--- config.mk ---
export PLATFORM = sky130hd
export DESIGN_NAME = sku_shaped_keying
export DESIGN_NICKNAME = d
export VERILOG_FILES = /design/src/logic/sku_pkg.sv /design/src/logic/sku_shaped_keying.sv
export SDC_FILE = /design/constraint.sdc
export NUM_CORES = 1
export LEC_CHECK = 0
export BUFFER_PORTS_ARGS = -buffer_cell sky130_fd_sc_hd__buf_2
export CAP_MARGIN = 20
export CORE_MARGIN = 8
export CORE_UTILIZATION = 50
export CTS_CLUSTER_DIAMETER = 200
export DETAILED_ROUTE_END_ITERATION = 8
export PLACE_DENSITY = 0.75
export SYNTH_ARGS = -nofsm -noshare
export SYNTH_HDL_FRONTEND = slang
export SYNTH_SLANG_ARGS = --single-unit
--- constraint.sdc ---
create_clock -name ref_clk -period 26.6 [get_ports ref_clk]
set_clock_uncertainty 0.2 [all_clocks]
set_input_delay 1.33 -clock ref_clk [delete_from_list [all_inputs] [get_ports ref_clk]]
set_output_delay 1.33 -clock ref_clk [all_outputs]
set_load 0.02 [all_outputs]
--- src/logic/sku_pkg.sv ---
/*
 * Shared constants and carrier types for the shaped keying and update
 * synchronisation block: register offsets, field positions, reset values,
 * keying modes and the AXI4-Lite request and response bundles.
 * Assumes a single 10 MHz system clock and a 32-bit AXI4-Lite master.
 */
// Overview of operation
// - keying enable scales output, clear bypasses
// - internal bit picks auto or manual mode
// - keying enable resets to zero
// - auto scale is 14-bit counter, timer paced
// - keying pin high ramps up, low down
// - scale factor is unsigned, zero to 16383
// - top scale bits pick step 1,2,4,8
// - auto ramp never exceeds scale register value
// - ramp timer reloads and steps at one
// - keying pin change reloads ramp timer
// - load bit reloads timer on update/profile
// - entering auto mode reloads ramp timer
// - manual mode applies scale register at update
// - sync clock is system clock over four
// - update pin sampled on sync edges, edge-detected
// - update pulse copies buffers into active registers
// - auto sync aligns phase to sync input
// - software sync bit advances edge, self-clears
// - hardware sync bit: input edges advance clock
package sku_pkg;

	// ----------------------------------------
	// register map (byte addresses)
	// ----------------------------------------
	localparam logic [7:0] SKU_OFS_CTRL_ONE = 8'h00;
	localparam logic [7:0] SKU_OFS_CTRL_TWO = 8'h04;
	localparam logic [7:0] SKU_OFS_SCALE = 8'h08;
	localparam logic [7:0] SKU_OFS_RAMP = 8'h0c;
	localparam logic [7:0] SKU_OFS_STATUS = 8'h10;
	localparam logic [31:0] SKU_RST_WORD = 32'h0000_0000;

	// ----------------------------------------
	// field positions
	// ----------------------------------------
	localparam int SKU_B_LOAD_TIMER = 26;
	localparam int SKU_B_KEY_EN = 25;
	localparam int SKU_B_KEY_AUTO = 24;
	localparam int SKU_B_AUTO_SYNC = 23;
	localparam int SKU_B_SW_SYNC = 22;
	localparam int SKU_B_HS_SYNC = 11;
	localparam int SKU_B_HW_SYNC = 10;
	localparam int SKU_SCALE_W = 14;
	localparam int SKU_RATE_W = 8;
	localparam int SKU_STEP_LSB = 14;
	localparam int SKU_PIN_N = 5;
	localparam int SKU_PIN_KEY = 0;
	localparam int SKU_PIN_UPD = 1;
	localparam int SKU_PIN_SYNC = 2;
	localparam int SKU_PIN_PROF = 3;

	// ----------------------------------------
	// timing and bus response codes
	// ----------------------------------------
	localparam logic [1:0] SKU_SYNC_RISE_PHASE = 2'h2;
	localparam logic [1:0] SKU_DIV_STEP = 2'h1;
	localparam logic [1:0] SKU_DIV_ADVANCE = 2'h2;
	localparam logic [1:0] SKU_AXI_OKAY = 2'h0;
	localparam logic [1:0] SKU_AXI_SLVERR = 2'h2;

	// keying modes of the data path scaler
	typedef enum logic [2:0] {
		SKU_MODE_BYPASS = 3'h1,
		SKU_MODE_MANUAL = 3'h2,
		SKU_MODE_AUTO = 3'h4
	} sku_mode_t;

	typedef struct packed {
		logic awvalid;
		logic [7:0] awaddr;
		logic wvalid;
		logic [31:0] wdata;
		logic [3:0] wstrb;
		logic bready;
		logic arvalid;
		logic [7:0] araddr;
		logic rready;
	} sku_axi_req_t;

	typedef struct packed {
		logic awready;
		logic wready;
		logic bvalid;
		logic [1:0] bresp;
		logic arready;
		logic rvalid;
		logic [31:0] rdata;
		logic [1:0] rresp;
	} sku_axi_rsp_t;

endpackage

--- src/logic/sku_shaped_keying.sv ---
/*
 * Shaped amplitude keying with update-strobe register transfer and sync
 * clock generation, including the three multi-device alignment modes.
 * Assumes ref_clk is the system clock, pins are asynchronous to it, and an
 * AXI4-Lite master writes the buffered registers.
 */
`timescale 1ns/1ps
module sku_shaped_keying
	import sku_pkg::*;
(
	input wire logic ref_clk,
	input wire logic reset,
	input wire sku_axi_req_t axi_req,
	output sku_axi_rsp_t axi_rsp,
	input wire logic keying_input_pin,
	input wire logic update_pin,
	input wire logic sync_in_pin,
	input wire logic [1:0] profile_pin,
	input wire logic [SKU_SCALE_W-1:0] core_data,
	output logic [SKU_SCALE_W-1:0] scaled_data,
	output logic [SKU_SCALE_W-1:0] scale_factor,
	output logic sync_clk_out
);

	// ----------------------------------------
	// helpers
	// ----------------------------------------
	function automatic logic [31:0] merge_bytes(input logic [31:0] old_w,
		input logic [31:0] new_w, input logic [3:0] strb);
		logic [31:0] res;
		res = old_w;
		for (int i = 0; i < 4; i++)
		begin
			if (strb[i])
				res[i*8 +: 8] = new_w[i*8 +: 8];
		end
		return res;
	endfunction

	function automatic logic addr_hit(input logic [7:0] a, input logic [7:0] ofs);
		return a == ofs;
	endfunction

	// ----------------------------------------
	// pin synchronisers
	// ----------------------------------------
	logic [SKU_PIN_N-1:0] pin_raw;
	logic [SKU_PIN_N-1:0] pin_s1_q;
	logic [SKU_PIN_N-1:0] pin_s2_q;
	logic [SKU_PIN_N-1:0] pin_s3_q;
	logic [SKU_PIN_N-1:0] pin_q;
	logic [SKU_PIN_N-1:0] pin_prev_q;

	assign pin_raw = {profile_pin, sync_in_pin, update_pin, keying_input_pin};

	// a pin counts as changed only once stages two and three agree
	generate
		for (genvar g = 0; g < SKU_PIN_N; g++)
		begin : g_pin
			always_ff @(posedge ref_clk or posedge reset)
			begin
				if (reset)
				begin
					pin_s1_q[g] <= 1'b0;
					pin_s2_q[g] <= 1'b0;
					pin_s3_q[g] <= 1'b0;
					pin_q[g] <= 1'b0;
					pin_prev_q[g] <= 1'b0;
				end
				else
				begin
					pin_s1_q[g] <= pin_raw[g];
					pin_s2_q[g] <= pin_s1_q[g];
					pin_s3_q[g] <= pin_s2_q[g];
					if (pin_s2_q[g] == pin_s3_q[g])
						pin_q[g] <= pin_s3_q[g];
					pin_prev_q[g] <= pin_q[g];
				end
			end
		end
	endgenerate

	wire key_pin = pin_q[SKU_PIN_KEY];
	wire key_change = pin_q[SKU_PIN_KEY] ^ pin_prev_q[SKU_PIN_KEY];
	wire sync_in_rise = pin_q[SKU_PIN_SYNC] & ~pin_prev_q[SKU_PIN_SYNC];
	wire prof_change = |(pin_q[SKU_PIN_PROF +: 2] ^ pin_prev_q[SKU_PIN_PROF +: 2]);

	// ----------------------------------------
	// AXI4-Lite slave
	// ----------------------------------------
	logic aw_held_q;
	logic w_held_q;
	logic [7:0] aw_addr_q;
	logic [31:0] w_data_q;
	logic [3:0] w_strb_q;
	sku_axi_rsp_t rsp_q;
	logic [31:0] buf_one_q;
	logic [31:0] buf_two_q;
	logic [31:0] buf_scale_q;
	logic [31:0] buf_ramp_q;
	logic sw_sync_q;
	logic [31:0] rd_word;
	logic rd_hit;

	wire aw_take = axi_req.awvalid & rsp_q.awready;
	wire w_take = axi_req.wvalid & rsp_q.wready;
	wire wr_go = aw_held_q & w_held_q & ~rsp_q.bvalid;
	wire wr_one = wr_go & addr_hit(aw_addr_q, SKU_OFS_CTRL_ONE);
	wire wr_two = wr_go & addr_hit(aw_addr_q, SKU_OFS_CTRL_TWO);
	wire wr_scale = wr_go & addr_hit(aw_addr_q, SKU_OFS_SCALE);
	wire wr_ramp = wr_go & addr_hit(aw_addr_q, SKU_OFS_RAMP);
	wire wr_bad = wr_go & ~(wr_one | wr_two | wr_scale | wr_ramp);
	wire [31:0] one_merged = merge_bytes(buf_one_q, w_data_q, w_strb_q);
	wire rd_take = axi_req.arvalid & rsp_q.arready;

	// address and data are held independently; the answer follows both
	always_ff @(posedge ref_clk or posedge reset)
	begin
		if (reset)
		begin
			aw_held_q <= 1'b0;
			w_held_q <= 1'b0;
			aw_addr_q <= 8'h00;
			w_data_q <= 32'h0000_0000;
			w_strb_q <= 4'h0;
			rsp_q <= '0;
		end
		else
		begin
			if (aw_take)
			begin
				aw_held_q <= 1'b1;
				aw_addr_q <= axi_req.awaddr;
			end
			else if (wr_go)
				aw_held_q <= 1'b0;
			if (w_take)
			begin
				w_held_q <= 1'b1;
				w_data_q <= axi_req.wdata;
				w_strb_q <= axi_req.wstrb;
			end
			else if (wr_go)
				w_held_q <= 1'b0;
			rsp_q.awready <= ~aw_held_q & ~aw_take;
			rsp_q.wready <= ~w_held_q & ~w_take;
			if (wr_go)
			begin
				rsp_q.bvalid <= 1'b1;
				rsp_q.bresp <= wr_bad ? SKU_AXI_SLVERR : SKU_AXI_OKAY;
			end
			else if (axi_req.bready)
				rsp_q.bvalid <= 1'b0;
			rsp_q.arready <= ~rsp_q.rvalid & ~rd_take;
			if (rd_take)
			begin
				rsp_q.rvalid <= 1'b1;
				rsp_q.rdata <= rd_word;
				rsp_q.rresp <= rd_hit ? SKU_AXI_OKAY : SKU_AXI_SLVERR;
			end
			else if (axi_req.rready)
				rsp_q.rvalid <= 1'b0;
		end
	end

	assign axi_rsp = rsp_q;

	// ----------------------------------------
	// buffered registers
	// ----------------------------------------
	// the software sync bit never stores: it fires once and reads as zero
	always_ff @(posedge ref_clk or posedge reset)
	begin
		if (reset)
		begin
			buf_one_q <= SKU_RST_WORD;
			buf_two_q <= SKU_RST_WORD;
			buf_scale_q <= SKU_RST_WORD;
			buf_ramp_q <= SKU_RST_WORD;
			sw_sync_q <= 1'b0;
		end
		else
		begin
			sw_sync_q <= wr_one & one_merged[SKU_B_SW_SYNC];
			if (wr_one)
			begin
				buf_one_q <= one_merged;
				buf_one_q[SKU_B_SW_SYNC] <= 1'b0;
			end
			if (wr_two)
				buf_two_q <= merge_bytes(buf_two_q, w_data_q, w_strb_q);
			if (wr_scale)
				buf_scale_q <= merge_bytes(buf_scale_q, w_data_q, w_strb_q);
			if (wr_ramp)
				buf_ramp_q <= merge_bytes(buf_ramp_q, w_data_q, w_strb_q);
		end
	end

	// ----------------------------------------
	// sync clock divider
	// ----------------------------------------
	logic [1:0] div_q;
	logic sync_en_q;
	logic sync_clk_q;
	logic [31:0] act_one_q;
	logic [31:0] act_two_q;
	logic [15:0] act_scale_q;
	logic [SKU_RATE_W-1:0] act_ramp_q;

	wire auto_sync = act_one_q[SKU_B_AUTO_SYNC];
	wire hw_sync = act_two_q[SKU_B_HW_SYNC];
	// auto mode nudges one system clock per master edge until phases meet
	wire auto_adv = auto_sync & sync_in_rise & (div_q != SKU_SYNC_RISE_PHASE);
	wire hw_adv = hw_sync & sync_in_rise;
	wire advance = sw_sync_q | hw_adv | auto_adv;
	wire [1:0] div_d = div_q + (advance ? SKU_DIV_ADVANCE : SKU_DIV_STEP);

	// divide by four; skipping a count moves the rising edge one cycle earlier
	always_ff @(posedge ref_clk or posedge reset)
	begin
		if (reset)
		begin
			div_q <= 2'h0;
			sync_clk_q <= 1'b0;
			sync_en_q <= 1'b0;
		end
		else
		begin
			div_q <= div_d;
			sync_clk_q <= div_d[1];
			sync_en_q <= div_d[1] & ~div_q[1];
		end
	end

	assign sync_clk_out = sync_clk_q;

	// ----------------------------------------
	// update strobe and register transfer
	// ----------------------------------------
	logic upd_smp_q;
	logic upd_pulse_q;

	// sampled on sync edges only, so a transfer lands at a fixed sysclk phase
	always_ff @(posedge ref_clk or posedge reset)
	begin
		if (reset)
		begin
			upd_smp_q <= 1'b0;
			upd_pulse_q <= 1'b0;
		end
		else
		begin
			if (sync_en_q)
				upd_smp_q <= pin_q[SKU_PIN_UPD];
			upd_pulse_q <= sync_en_q & pin_q[SKU_PIN_UPD] & ~upd_smp_q;
		end
	end

	// active copies change only on the update pulse
	always_ff @(posedge ref_clk or posedge reset)
	begin
		if (reset)
		begin
			act_one_q <= SKU_RST_WORD;
			act_two_q <= SKU_RST_WORD;
			act_scale_q <= 16'h0000;
			act_ramp_q <= 8'h00;
		end
		else if (upd_pulse_q)
		begin
			act_one_q <= buf_one_q;
			act_two_q <= buf_two_q;
			act_scale_q <= buf_scale_q[15:0];
			act_ramp_q <= buf_ramp_q[SKU_RATE_W-1:0];
		end
	end

	// ----------------------------------------
	// keying mode and ramp timer
	// ----------------------------------------
	sku_mode_t mode;
	logic auto_prev_q;
	logic [SKU_RATE_W-1:0] timer_q;
	logic [SKU_SCALE_W-1:0] ramp_q;

	// auto bit is ignored whenever keying itself is off
	assign mode = !act_one_q[SKU_B_KEY_EN] ? SKU_MODE_BYPASS :
		act_one_q[SKU_B_KEY_AUTO] ? SKU_MODE_AUTO : SKU_MODE_MANUAL;

	wire auto_on = (mode == SKU_MODE_AUTO);
	wire auto_enter = auto_on & ~auto_prev_q;
	wire forced_load = key_change | auto_enter |
		(act_one_q[SKU_B_LOAD_TIMER] & (upd_pulse_q | prof_change));
	// a rate of zero behaves as one so the timer can never stall
	wire timer_end = (timer_q <= 8'h01);
	wire step_en = auto_on & sync_en_q & timer_end & ~forced_load;
	wire [3:0] step = 4'h1 << act_scale_q[SKU_STEP_LSB +: 2];
	wire [SKU_SCALE_W-1:0] ceiling = act_scale_q[SKU_SCALE_W-1:0];
	wire [SKU_SCALE_W:0] up_sum = {1'b0, ramp_q} + {11'h000, step};
	wire [SKU_SCALE_W-1:0] up_val = (up_sum > {1'b0, ceiling}) ? ceiling :
		up_sum[SKU_SCALE_W-1:0];
	wire [SKU_SCALE_W-1:0] dn_val = (ramp_q > {10'h000, step}) ?
		ramp_q - {10'h000, step} : 14'h0000;

	// the timer counts at the sync rate and reloads from the rate setting
	always_ff @(posedge ref_clk or posedge reset)
	begin
		if (reset)
		begin
			auto_prev_q <= 1'b0;
			timer_q <= 8'h00;
		end
		else
		begin
			auto_prev_q <= auto_on;
			if (forced_load)
				timer_q <= act_ramp_q;
			else if (auto_on & sync_en_q)
				timer_q <= timer_end ? act_ramp_q : timer_q - 8'h01;
		end
	end

	// ----------------------------------------
	// auto scale counter
	// ----------------------------------------
	// ramps up to the programmed ceiling or down to zero, never wrapping either way
	always_ff @(posedge ref_clk or posedge reset)
	begin
		if (reset)
			ramp_q <= 14'h0000;
		else if (step_en)
			ramp_q <= key_pin ? up_val : dn_val;
		else if (auto_on & (ramp_q > ceiling))
			ramp_q <= ceiling;
	end

	// ----------------------------------------
	// data path scaler
	// ----------------------------------------
	logic [SKU_SCALE_W-1:0] sel_scale;
	logic [2*SKU_SCALE_W-1:0] product;
	logic [SKU_SCALE_W-1:0] scaled_q;
	logic [SKU_SCALE_W-1:0] scale_q;

	always_comb
	begin
		case (mode)
			SKU_MODE_AUTO: sel_scale = ramp_q;
			SKU_MODE_MANUAL: sel_scale = act_scale_q[SKU_SCALE_W-1:0];
			SKU_MODE_BYPASS: sel_scale = 14'h3fff;
			default: sel_scale = 14'h3fff;
		endcase
	end

	// unsigned product; the top half is the scaled sample
	assign product = core_data * sel_scale;

	always_ff @(posedge ref_clk or posedge reset)
	begin
		if (reset)
		begin
			scaled_q <= 14'h0000;
			scale_q <= 14'h0000;
		end
		else
		begin
			scaled_q <= (mode == SKU_MODE_BYPASS) ? core_data :
				product[2*SKU_SCALE_W-1 -: SKU_SCALE_W];
			scale_q <= sel_scale;
		end
	end

	assign scaled_data = scaled_q;
	assign scale_factor = scale_q;

	// ----------------------------------------
	// read mux
	// ----------------------------------------
	wire rd_one = addr_hit(axi_req.araddr, SKU_OFS_CTRL_ONE);
	wire rd_two = addr_hit(axi_req.araddr, SKU_OFS_CTRL_TWO);
	wire rd_scale = addr_hit(axi_req.araddr, SKU_OFS_SCALE);
	wire rd_ramp = addr_hit(axi_req.araddr, SKU_OFS_RAMP);
	wire rd_stat = addr_hit(axi_req.araddr, SKU_OFS_STATUS);
	assign rd_hit = rd_one | rd_two | rd_scale | rd_ramp | rd_stat;
	wire [31:0] stat_word = {2'h0, div_q, timer_q, 1'b0, auto_on, ramp_q, 2'h0, key_pin,
		upd_smp_q};
	// unmapped offsets read as zero
	assign rd_word = rd_one ? buf_one_q : rd_two ? buf_two_q :
		rd_scale ? buf_scale_q : rd_ramp ? buf_ramp_q : rd_stat ? stat_word : 32'h0;

endmodule

# ---- Yosys cells after proc, flatten, opt, wreduce, memory -nomap -nowiden
# Cells that the tools add are included.
dict set report word_totals {
  output_inout_bits 70
  register_bits 357
  input_bits 78
}
dict set report op_classes {
  n_reduce_logical 25
  n_lt_le_gt_ge 4
  n_bitwise 54
  n_addsub 4
  mux 28
  shifts 1
  eq_ne 16
  n_mul 1
}
# op n
set ops {}
lappend ops {{$mux 32} 4}
lappend ops {{$mux 14} 6}
lappend ops {{$eq 8x4->1 const B} 4}
lappend ops {{$reduce_and 2->1} 16}
lappend ops {{$mux 30} 1}
lappend ops {{$mul 14x14->28} 1}
lappend ops {{$pmux 14 s2} 1}
lappend ops {{$and 1x1->1} 27}
lappend ops {{$mux 8} 3}
lappend ops {{$eq 8x3->1 const B} 2}
lappend ops {{$logic_not 8->1} 2}
lappend ops {{$add 14x4->15} 1}
lappend ops {{$gt 15x14->1} 1}
lappend ops {{$gt 14x14->1} 1}
lappend ops {{$gt 14x4->1} 1}
lappend ops {{$sub 14x4->14} 1}
lappend ops {{$not 1->1} 13}
lappend ops {{$or 1x1->1} 12}
lappend ops {{$reduce_bool 2->1} 6}
lappend ops {{$eq 8x5->1 const B} 1}
lappend ops {{$le 8x1->1 const B} 1}
lappend ops {{$sub 8x1->8 const B} 1}
lappend ops {{$mux 1} 7}
lappend ops {{$mux 7} 1}
lappend ops {{12 further kinds} 19}

# ---- Depth between registers and ports, before layout
# Gate-level depths: netlist (run 1).
dict set report logic_depth {
  ltp_word 9
  depth_mapped 27
}

# ---- Worst setup path before layout (run 1)
# Ideal clock, no wire load.
dict set report synth_path {
  path_type {in2reg}
  from {in core_data[5]}
  to {reg scaled_q[6] (netlist: scaled_data[6])}
  arrival_ps 6859
  setup_slack_ps 19416
  required_time_ps 26275
  cell_stages 23
  setup_time_ps 125
  n_path_buf 1
  cell_sequence {clkbuf_1 and2_1 fa_1 inv_1 fa_1 inv_1 fa_1 inv_1 fa_1 inv_1 fa_1 inv_1 fa_1 inv_1 ha_1 a21oi_1 nor3b_1 o311ai_1 o211ai_1 o41a_1 a31o_1 xor2_1 mux2_2}
}
dict set report synth_via {
  elab_chain_cells 2
}
# element line
set synth_rtl {}
lappend synth_rtl {{start, declared} sku_shaped_keying.sv:19} ;# input wire logic [SKU_SCALE_W-1:0] core_data,
lappend synth_rtl {{$mul 14x14->28} sku_shaped_keying.sv:356} ;# assign product = core_data * sel_scale;
lappend synth_rtl {{$mux 14} sku_shaped_keying.sv:367} ;# scaled_q <= (mode == SKU_MODE_BYPASS) ? core_data :
lappend synth_rtl {{end signal, assigned} sku_shaped_keying.sv:367}
lappend synth_rtl {{end, declared} sku_shaped_keying.sv:342} ;# logic [SKU_SCALE_W-1:0] scaled_q;
# No other way between the ends.
# A chain may end at the register's enable or synchronous reset.

# ---- Worst setup path after layout (run 1)
dict set report layout_path {
  from {reg act_one_q[25]}
  to {reg scaled_q[6] (netlist: scaled_data[6])}
}
dict set report layout_via {
  elab_chain_cells 5
}
# element line
set layout_rtl {}
lappend layout_rtl {{start, declared} sku_shaped_keying.sv:205} ;# logic [31:0] act_one_q;
lappend layout_rtl {{start signal, assigned} sku_shaped_keying.sv:271} ;# act_one_q <= buf_one_q;
lappend layout_rtl {{$mux 3 *} sku_shaped_keying.sv:287} ;# assign mode = !act_one_q[SKU_B_KEY_EN] ? SKU_MODE_BYPASS :
lappend layout_rtl {{$eq 3x2->1 or $eq 3x3->1 (tied branches)} sku_shaped_keying.sv:347} ;# case (mode)
lappend layout_rtl {{$pmux 14 s2} sku_shaped_keying.sv:347}
lappend layout_rtl {{$mul 14x14->28} sku_shaped_keying.sv:356}
lappend layout_rtl {{$mux 14 *} sku_shaped_keying.sv:367}
# Every way passes the cells marked *; elsewhere a longest branch is shown, timed or not.

==> flow_summary.toml, run 1 <==
[run_status]
outcome = "completed"

[clock_network]
cts.clk_slew.worst_paths_ps = 60
clock_sinks = 322
h-tree-depth = 2
hold_buffers = 0
clockBufferDepth = 3
clkLatencyLatePin_ps = 540
cts-resized-gates = 0
cts_buffers = 37
post_cts_buffers = 0
cts_root_buffer = "clkbuf_16"
cts_tree = "built"

[worst_setup_path]
path_max_fanout = 28
startpoint = "act_one_q[25]"
arrival_ps = 7830
setup.worst_path.class = "reg -> reg"
cp-start-kind = "flip-flop"
reg2reg_depth = 24
cp-end-kind = "flip-flop"
rr_startpoint = "act_one_q[25]"
cp_data_required_time_ps = 26810

[route]
ant_nets = 0
drt_iter0_drc = 1077
vias = 15300
dr.pass1.iters = 7
drc_errors = 0
drt_wl_total_mm = 53.2
wl_per_cell_um = 20.2
vias_per_cell = 5.79

[finish]
n_fill_cell = 3466
post-route-util_pct = 56.7
final_cell_mix = "dfrtp_1 (322), nand2_1 (220), inv_1 (213)"
antenna_cells = 0
layout_commonest_cell = "dfrtp_1"
final-seq-area_um2 = 8060
drive_gt1_share_pct = 22.1
multiInputGateArea_um2 = 11700
synthToLayoutAreaGrowth_pct = 12.7
num-nets-final = 2421

[worst_hold_path]
hold_class = "reg -> reg"
worstHoldStart = "pin_s1_q[4]"
hold_depth = 0

[timing]
final.min_clock_period_ps = 7620
finalCritPeriodShare_pct = 28.7
finalHoldViolCount = 0
slew_viol_final = 0
max_clock_freq_mhz = 131
finalSetupViolations = 0
worst_pin_slew_ps = 1010
grt_setup_unrepaired = "false"
slew_headroom_pct = 32.4
setup_tns_ps = 0

[placed_design]
finalWeightedCongestion = 0.949
hpwlAfterDp_mm = 38.1
io_buffers = 145

[job]
maxCapViolCount = 0

[floorplan]
die_area_um2 = 48800
io_pins = 148
placementRows = 75
die_h_um = 221
dieWidth_um = 221
core_area_um2 = 41700
start_util_pct = 50.3

[synthesis]
ys_seq_area_share_pct = 38.4
syn_inst = 1955
ys_warn_count = 0
syn-mean-instance-area_um2 = 10.7
async_reset_ff_share_pct = 100
ys_ff_latch = 322
synth_edf_count = 0
syn-cell-area_um2 = 21000
synth-main-ff-cell = "dfrtp_1"
synth.distinct_cells = 78

[global_route]
grt_max_degree = 102
grt_remaining_overflow = 0
grt_pass1_wl_mm = 87.9
antenna_found_initial = 0
grt_pass1_vias = 16500
grtUsageTotal_pct = 21.8
[registers in the layout, summed over array words and instances (netlist names), 8 cells and up]
register	cells
aw_addr_q	8
buf_ramp_q	32
axi_rsp	39
act_scale_q	16
buf_two_q	32
buf_one_q	31
act_ramp_q	8
w_data_q	32
scaled_data	14
buf_scale_q	32
ramp_q	14
timer_q	8
scale_factor	14
[cells by family (layout without fill, tap and decap cells)]
logic type,count (synthesis),count (layout),share of synthesized area [%]
buf+inv,309,454,5.66
fa+ha+maj,276,276,21.5
mux,225,225,12.1
simple gates,470,470,10.7
xor+xnor,34,34,1.42
compound gates,318,318,10.3
flops,322,322,38.4
other cells,1,2,0.0179
[synthesized netlist by cell type (13+ instances only)]
cell      count  area, um^2
a21o_1       18         135
a21oi_1      70         350
a222oi_1     16         160
a22o_1       21         184
a22oi_1      13        97.6
and2_1       98         613
clkbuf_1     75         282
dfrtp_1     322        8060
fa_1        142        2840
ha_1        129        1610
inv_1       214         803
mux2_2      210        2360
mux2i_1      14         140
nand2_1     222         833
nand3_1      15        75.1
nor2_1       65         244
nor3_1       21         105
o211ai_1     20         150
o21ai_0      79         395
xnor2_1      23         201
[routing by layer]
| metal | up-vias | track usage, % | part of all wire, % |
|---|---|---|---|
| met2 | 650 | 36.5 | 48 |
| met4 | 0 | 7.83 | 3.2 |
| li1 | 6853 | - | - |
| met3 | 136 | 4.54 | 7.7 |
| met5 | - | 0 | 0 |
| met1 | 7657 | 28.0 | 41 |
[through the flow]
step	instances	worst slack [ps]	area, um^2	hold slack, ps
after floorplan	1956	16160	21000	131
after global placement	2567	18860	22200	134
after detailed placement	2567	18670	22200	136
after CTS	2635	18640	23600	154
after global routing	2640	18650	23600	157
final	2640	18980	23600	154
[final timing paths]
kind,end,slack [ps]
min in group asynchronous,w_data_q[31],680
max in group asynchronous,scaled_data[12],23270
setup reg to reg,scaled_data[6],18980
setup / recovery,scaled_data[6],18980
hold reg to reg,pin_s2_q[4],150
hold / removal,pin_s2_q[4],150
[critical path, stage by stage (launching register included)]
cell and delay [ps]:
dfrtp_1 950, o211ai_1 270, buf_4 270, and2_1 180, fa_1 470, inv_1 50, fa_1 480, inv_1 50
fa_1 490, inv_1 60, fa_1 540, inv_1 60, fa_1 530, inv_1 60, fa_1 530, inv_1 40
ha_1 310, a21oi_1 170, nor3b_1 80, o311ai_1 320, o211ai_1 230, o41a_1 470, a31o_1 270, xor2_1 140
mux2_2 280
[cell type report]
cell class	count	area share, %
Tap cell	539	2.85
Timing Repair Buffer	171	4.06
Clock buffer	48	4.39
Sequential cell	322	34.1
Multi-Input combinational cell	1325	49.7
Inverter	215	3.45
Clock inverter	20	1.47
Power of run 1 is left out: the tool's default activity adds up to more than one toggle a clock period on the data nets, which glitch-free logic cannot reach.
==> run 2, diff against run 1 <==
Settings changed: ABC_AREA set to 1, PLACE_DENSITY 0.75 to 0.78.
Clock period 26.6 ns to 6.4 ns, I/O delays scaled along.
==> run 2 against run 1 <==
Compared with the run above: wire length increased by 16%; setup slack lost 19000 ps; maximum frequency increased by 26%; final cell count is 27% higher; sequential share of layout area fell by 1.7 points; area after synthesis up 2.0%; core utilization increased by 2.4 points; synthesized cell count up 31%; critical path type unchanged.
==> flow_summary.toml, run 2 <==
[route]
vias_per_cell = 5.47
drt_wl_total_mm = 61.7
drc_errors = 0
ant_nets = 0
dr.pass1.iters = 6
drt_iter0_drc = 1483
wl_per_cell_um = 18.4
vias = 18300

[worst_setup_path]
cp-start-kind = "flip-flop"
cpMostUsedCell = "fa_1"
setup.worst_path.class = "reg -> reg"
startpoint = "act_one_q[25]"
cp_slowest_cell = "fa_1"
cp_data_required_time_ps = 6660
cp_slowest_stage_delay_ps = 540
arrival_ps = 6310
critPathTopFamily = "adder cells"
rr_startpoint = "act_one_q[25]"
worst-path-buf-inv = 9
cp-end-kind = "flip-flop"
path_max_fanout = 9

[synthesis]
yosysTopAreaCell = "dfrtp_1"
synth.area.top_cells = "dfrtp_1 (38%), fa_1 (13%), nand2_1 (12%)"
synth_edf_count = 0
synth_top_area_share_pct = 37.7
ys_seq_area_share_pct = 37.7
syn-cell-area_um2 = 21400
ys_ff_latch = 322
synth.distinct_cells = 54
synth_most_common_cell = "nand2_1"
netlist_top_cells_count = "nand2_1 (682), inv_1 (372), dfrtp_1 (322)"
ys_warn_count = 0
async_reset_ff_share_pct = 100
syn-mean-instance-area_um2 = 8.35
syn_inst = 2561
synth-main-ff-cell = "dfrtp_1"

[clock_network]
cts.clk_slew.worst_paths_ps = 60
clock_sinks = 322
cts_root_buffer = "clkbuf_16"
clockBufferDepth = 3
h-tree-depth = 2
clkLatencyLatePin_ps = 560
cts_buffers = 36
cts_tree = "built"

[finish]
antenna_cells = 0
post-route-util_pct = 59.1
drive_gt1_share_pct = 12.5
layout_commonest_cell = "nand2_1"
n_fill_cell = 3650
final_cell_mix = "nand2_1 (682), inv_1 (367), dfrtp_1 (322)"
synthToLayoutAreaGrowth_pct = 16.2
num-nets-final = 3138
largest_reg_flops = 39

[placed_design]
io_buffers = 145
preCtsSetupSlack_ps = 118
hpwlAfterDp_mm = 45.9
finalWeightedCongestion = 0.967

[global_route]
grt_pass1_wl_mm = 99.1
grtUsageTotal_pct = 24.7
gr-usage-met1_pct = 29.8
antenna_found_initial = 1
use_met2_pct = 43.3
grt_remaining_overflow = 0
top_usage_layer = "met2"
gr-usage-met3_pct = 4.70
grt_max_degree = 189
grt_pass1_vias = 18900

[timing]
max_clock_freq_mhz = 165
final.min_clock_period_ps = 6050
grt_setup_unrepaired = "true"
slew_viol_final = 0
worst_slack_ps = 345
finalCritPeriodShare_pct = 94.6
finalSetupViolations = 0
finalHoldViolCount = 0
worst_pin_slew_ps = 1070
slew_headroom_pct = 27.9

[floorplan]
die_h_um = 223
dieWidth_um = 223
start_util_pct = 50.9
placementRows = 75
io_pins = 148
die_area_um2 = 49600
core_area_um2 = 42000

[job]
maxCapViolCount = 0

[worst_hold_path]
hold_class = "in -> async"

[run_status]
outcome = "completed"
## run 2: cell count changes after synthesis, sizes merged, moves of 36 or more
cell and change:
and2 -97, clkbuf -36, nor2 +116, nand3 +100, inv +160, nand2 +464
o21ai +198, mux2 -210
## run 2: worst paths after layout
kind	end	slack [ps]	cells past startpoint
max reg2reg	scaled_data[13]	350	26
min reg2reg	pin_s2_q[4]	150	0
min in group ref_clk	scaled_data[6]	60	4
max in group asynchronous	buf_scale_q[14]	4490	5
min	scaled_data[6]	10	3
max	scaled_data[13]	350	26
## run 2: per-layer routing
metal | vias to the layer above | share of wire (%)
li1 | 8565 | -
met5 | - | 0.013
met4 | 2 | 3.8
met1 | 8960 | 40
met2 | 656 | 50
met3 | 155 | 6.4
## run 2: kinds of logic (layout without fill, tap and decap cells)
kind of cell               count (synthesis)  in the layout  share of synthesized area [%]
AOI/OAI and AO/OA                        433            433                           11.4
xor gates and xnor gates                  21             21                          0.860
adders and majority gates                276            276                           21.1
buffers and inverters                    472            724                           8.83
DFF                                      322            322                           37.7
other                                      1              2                         0.0175
and+or+nand+nor                         1036           1036                           20.1
## run 2: final cells by class
class                           instances  area (um^2)  area share, %
Multi-Input combinational cell       1768        11500           46.4
Sequential cell                       322         8060           32.4
Timing Repair Buffer                  278         1920           7.73
Inverter                              383         1450           5.81
Clock buffer                           45         1010           4.05
Tap cell                              539          674           2.71
Clock inverter                         18          211          0.851
## run 2: what timing repair did
item / in CTS / in global routing
gates resized for setup: 0 / 25
hold endpoints to repair: 98 / 0
setup buffers: 0 / 7
hold buffers: 67 / 0
setup endpoints to repair: 0 / 14
## run 2: worst reg2reg max path, stage by stage (launching register included)
cell and delay (ps):
dfrtp_1 420, inv_1 100, nor2_2 50, inv_2 100, buf_6 170, o22ai_2 100, inv_2 130, buf_4 190
nand2_1 80, fa_1 400, fa_1 520, fa_1 540, inv_1 50, fa_1 450, fa_1 490, inv_1 50
fa_1 470, inv_1 40, ha_1 300, a21o_1 190, a21boi_1 190, buf_4 160, o21ai_0 120, a21oi_1 200
nand3_1 100, nand3_1 100, nand2_1 50
## run 2: stage by stage
step                hold slack (ps)  TNS [ps]  cells  instance area [um^2]
finish                         12.0         0   3353                 24900
global route                   18.5     -14.1   3353                 24900
CTS                            25.2         0   3345                 24700
detailed placement              139         0   3215                 22800
global placement                136         0   3215                 22800
floorplan                       131         0   2562                 21400
Power of run 2 is left out for the same reason.
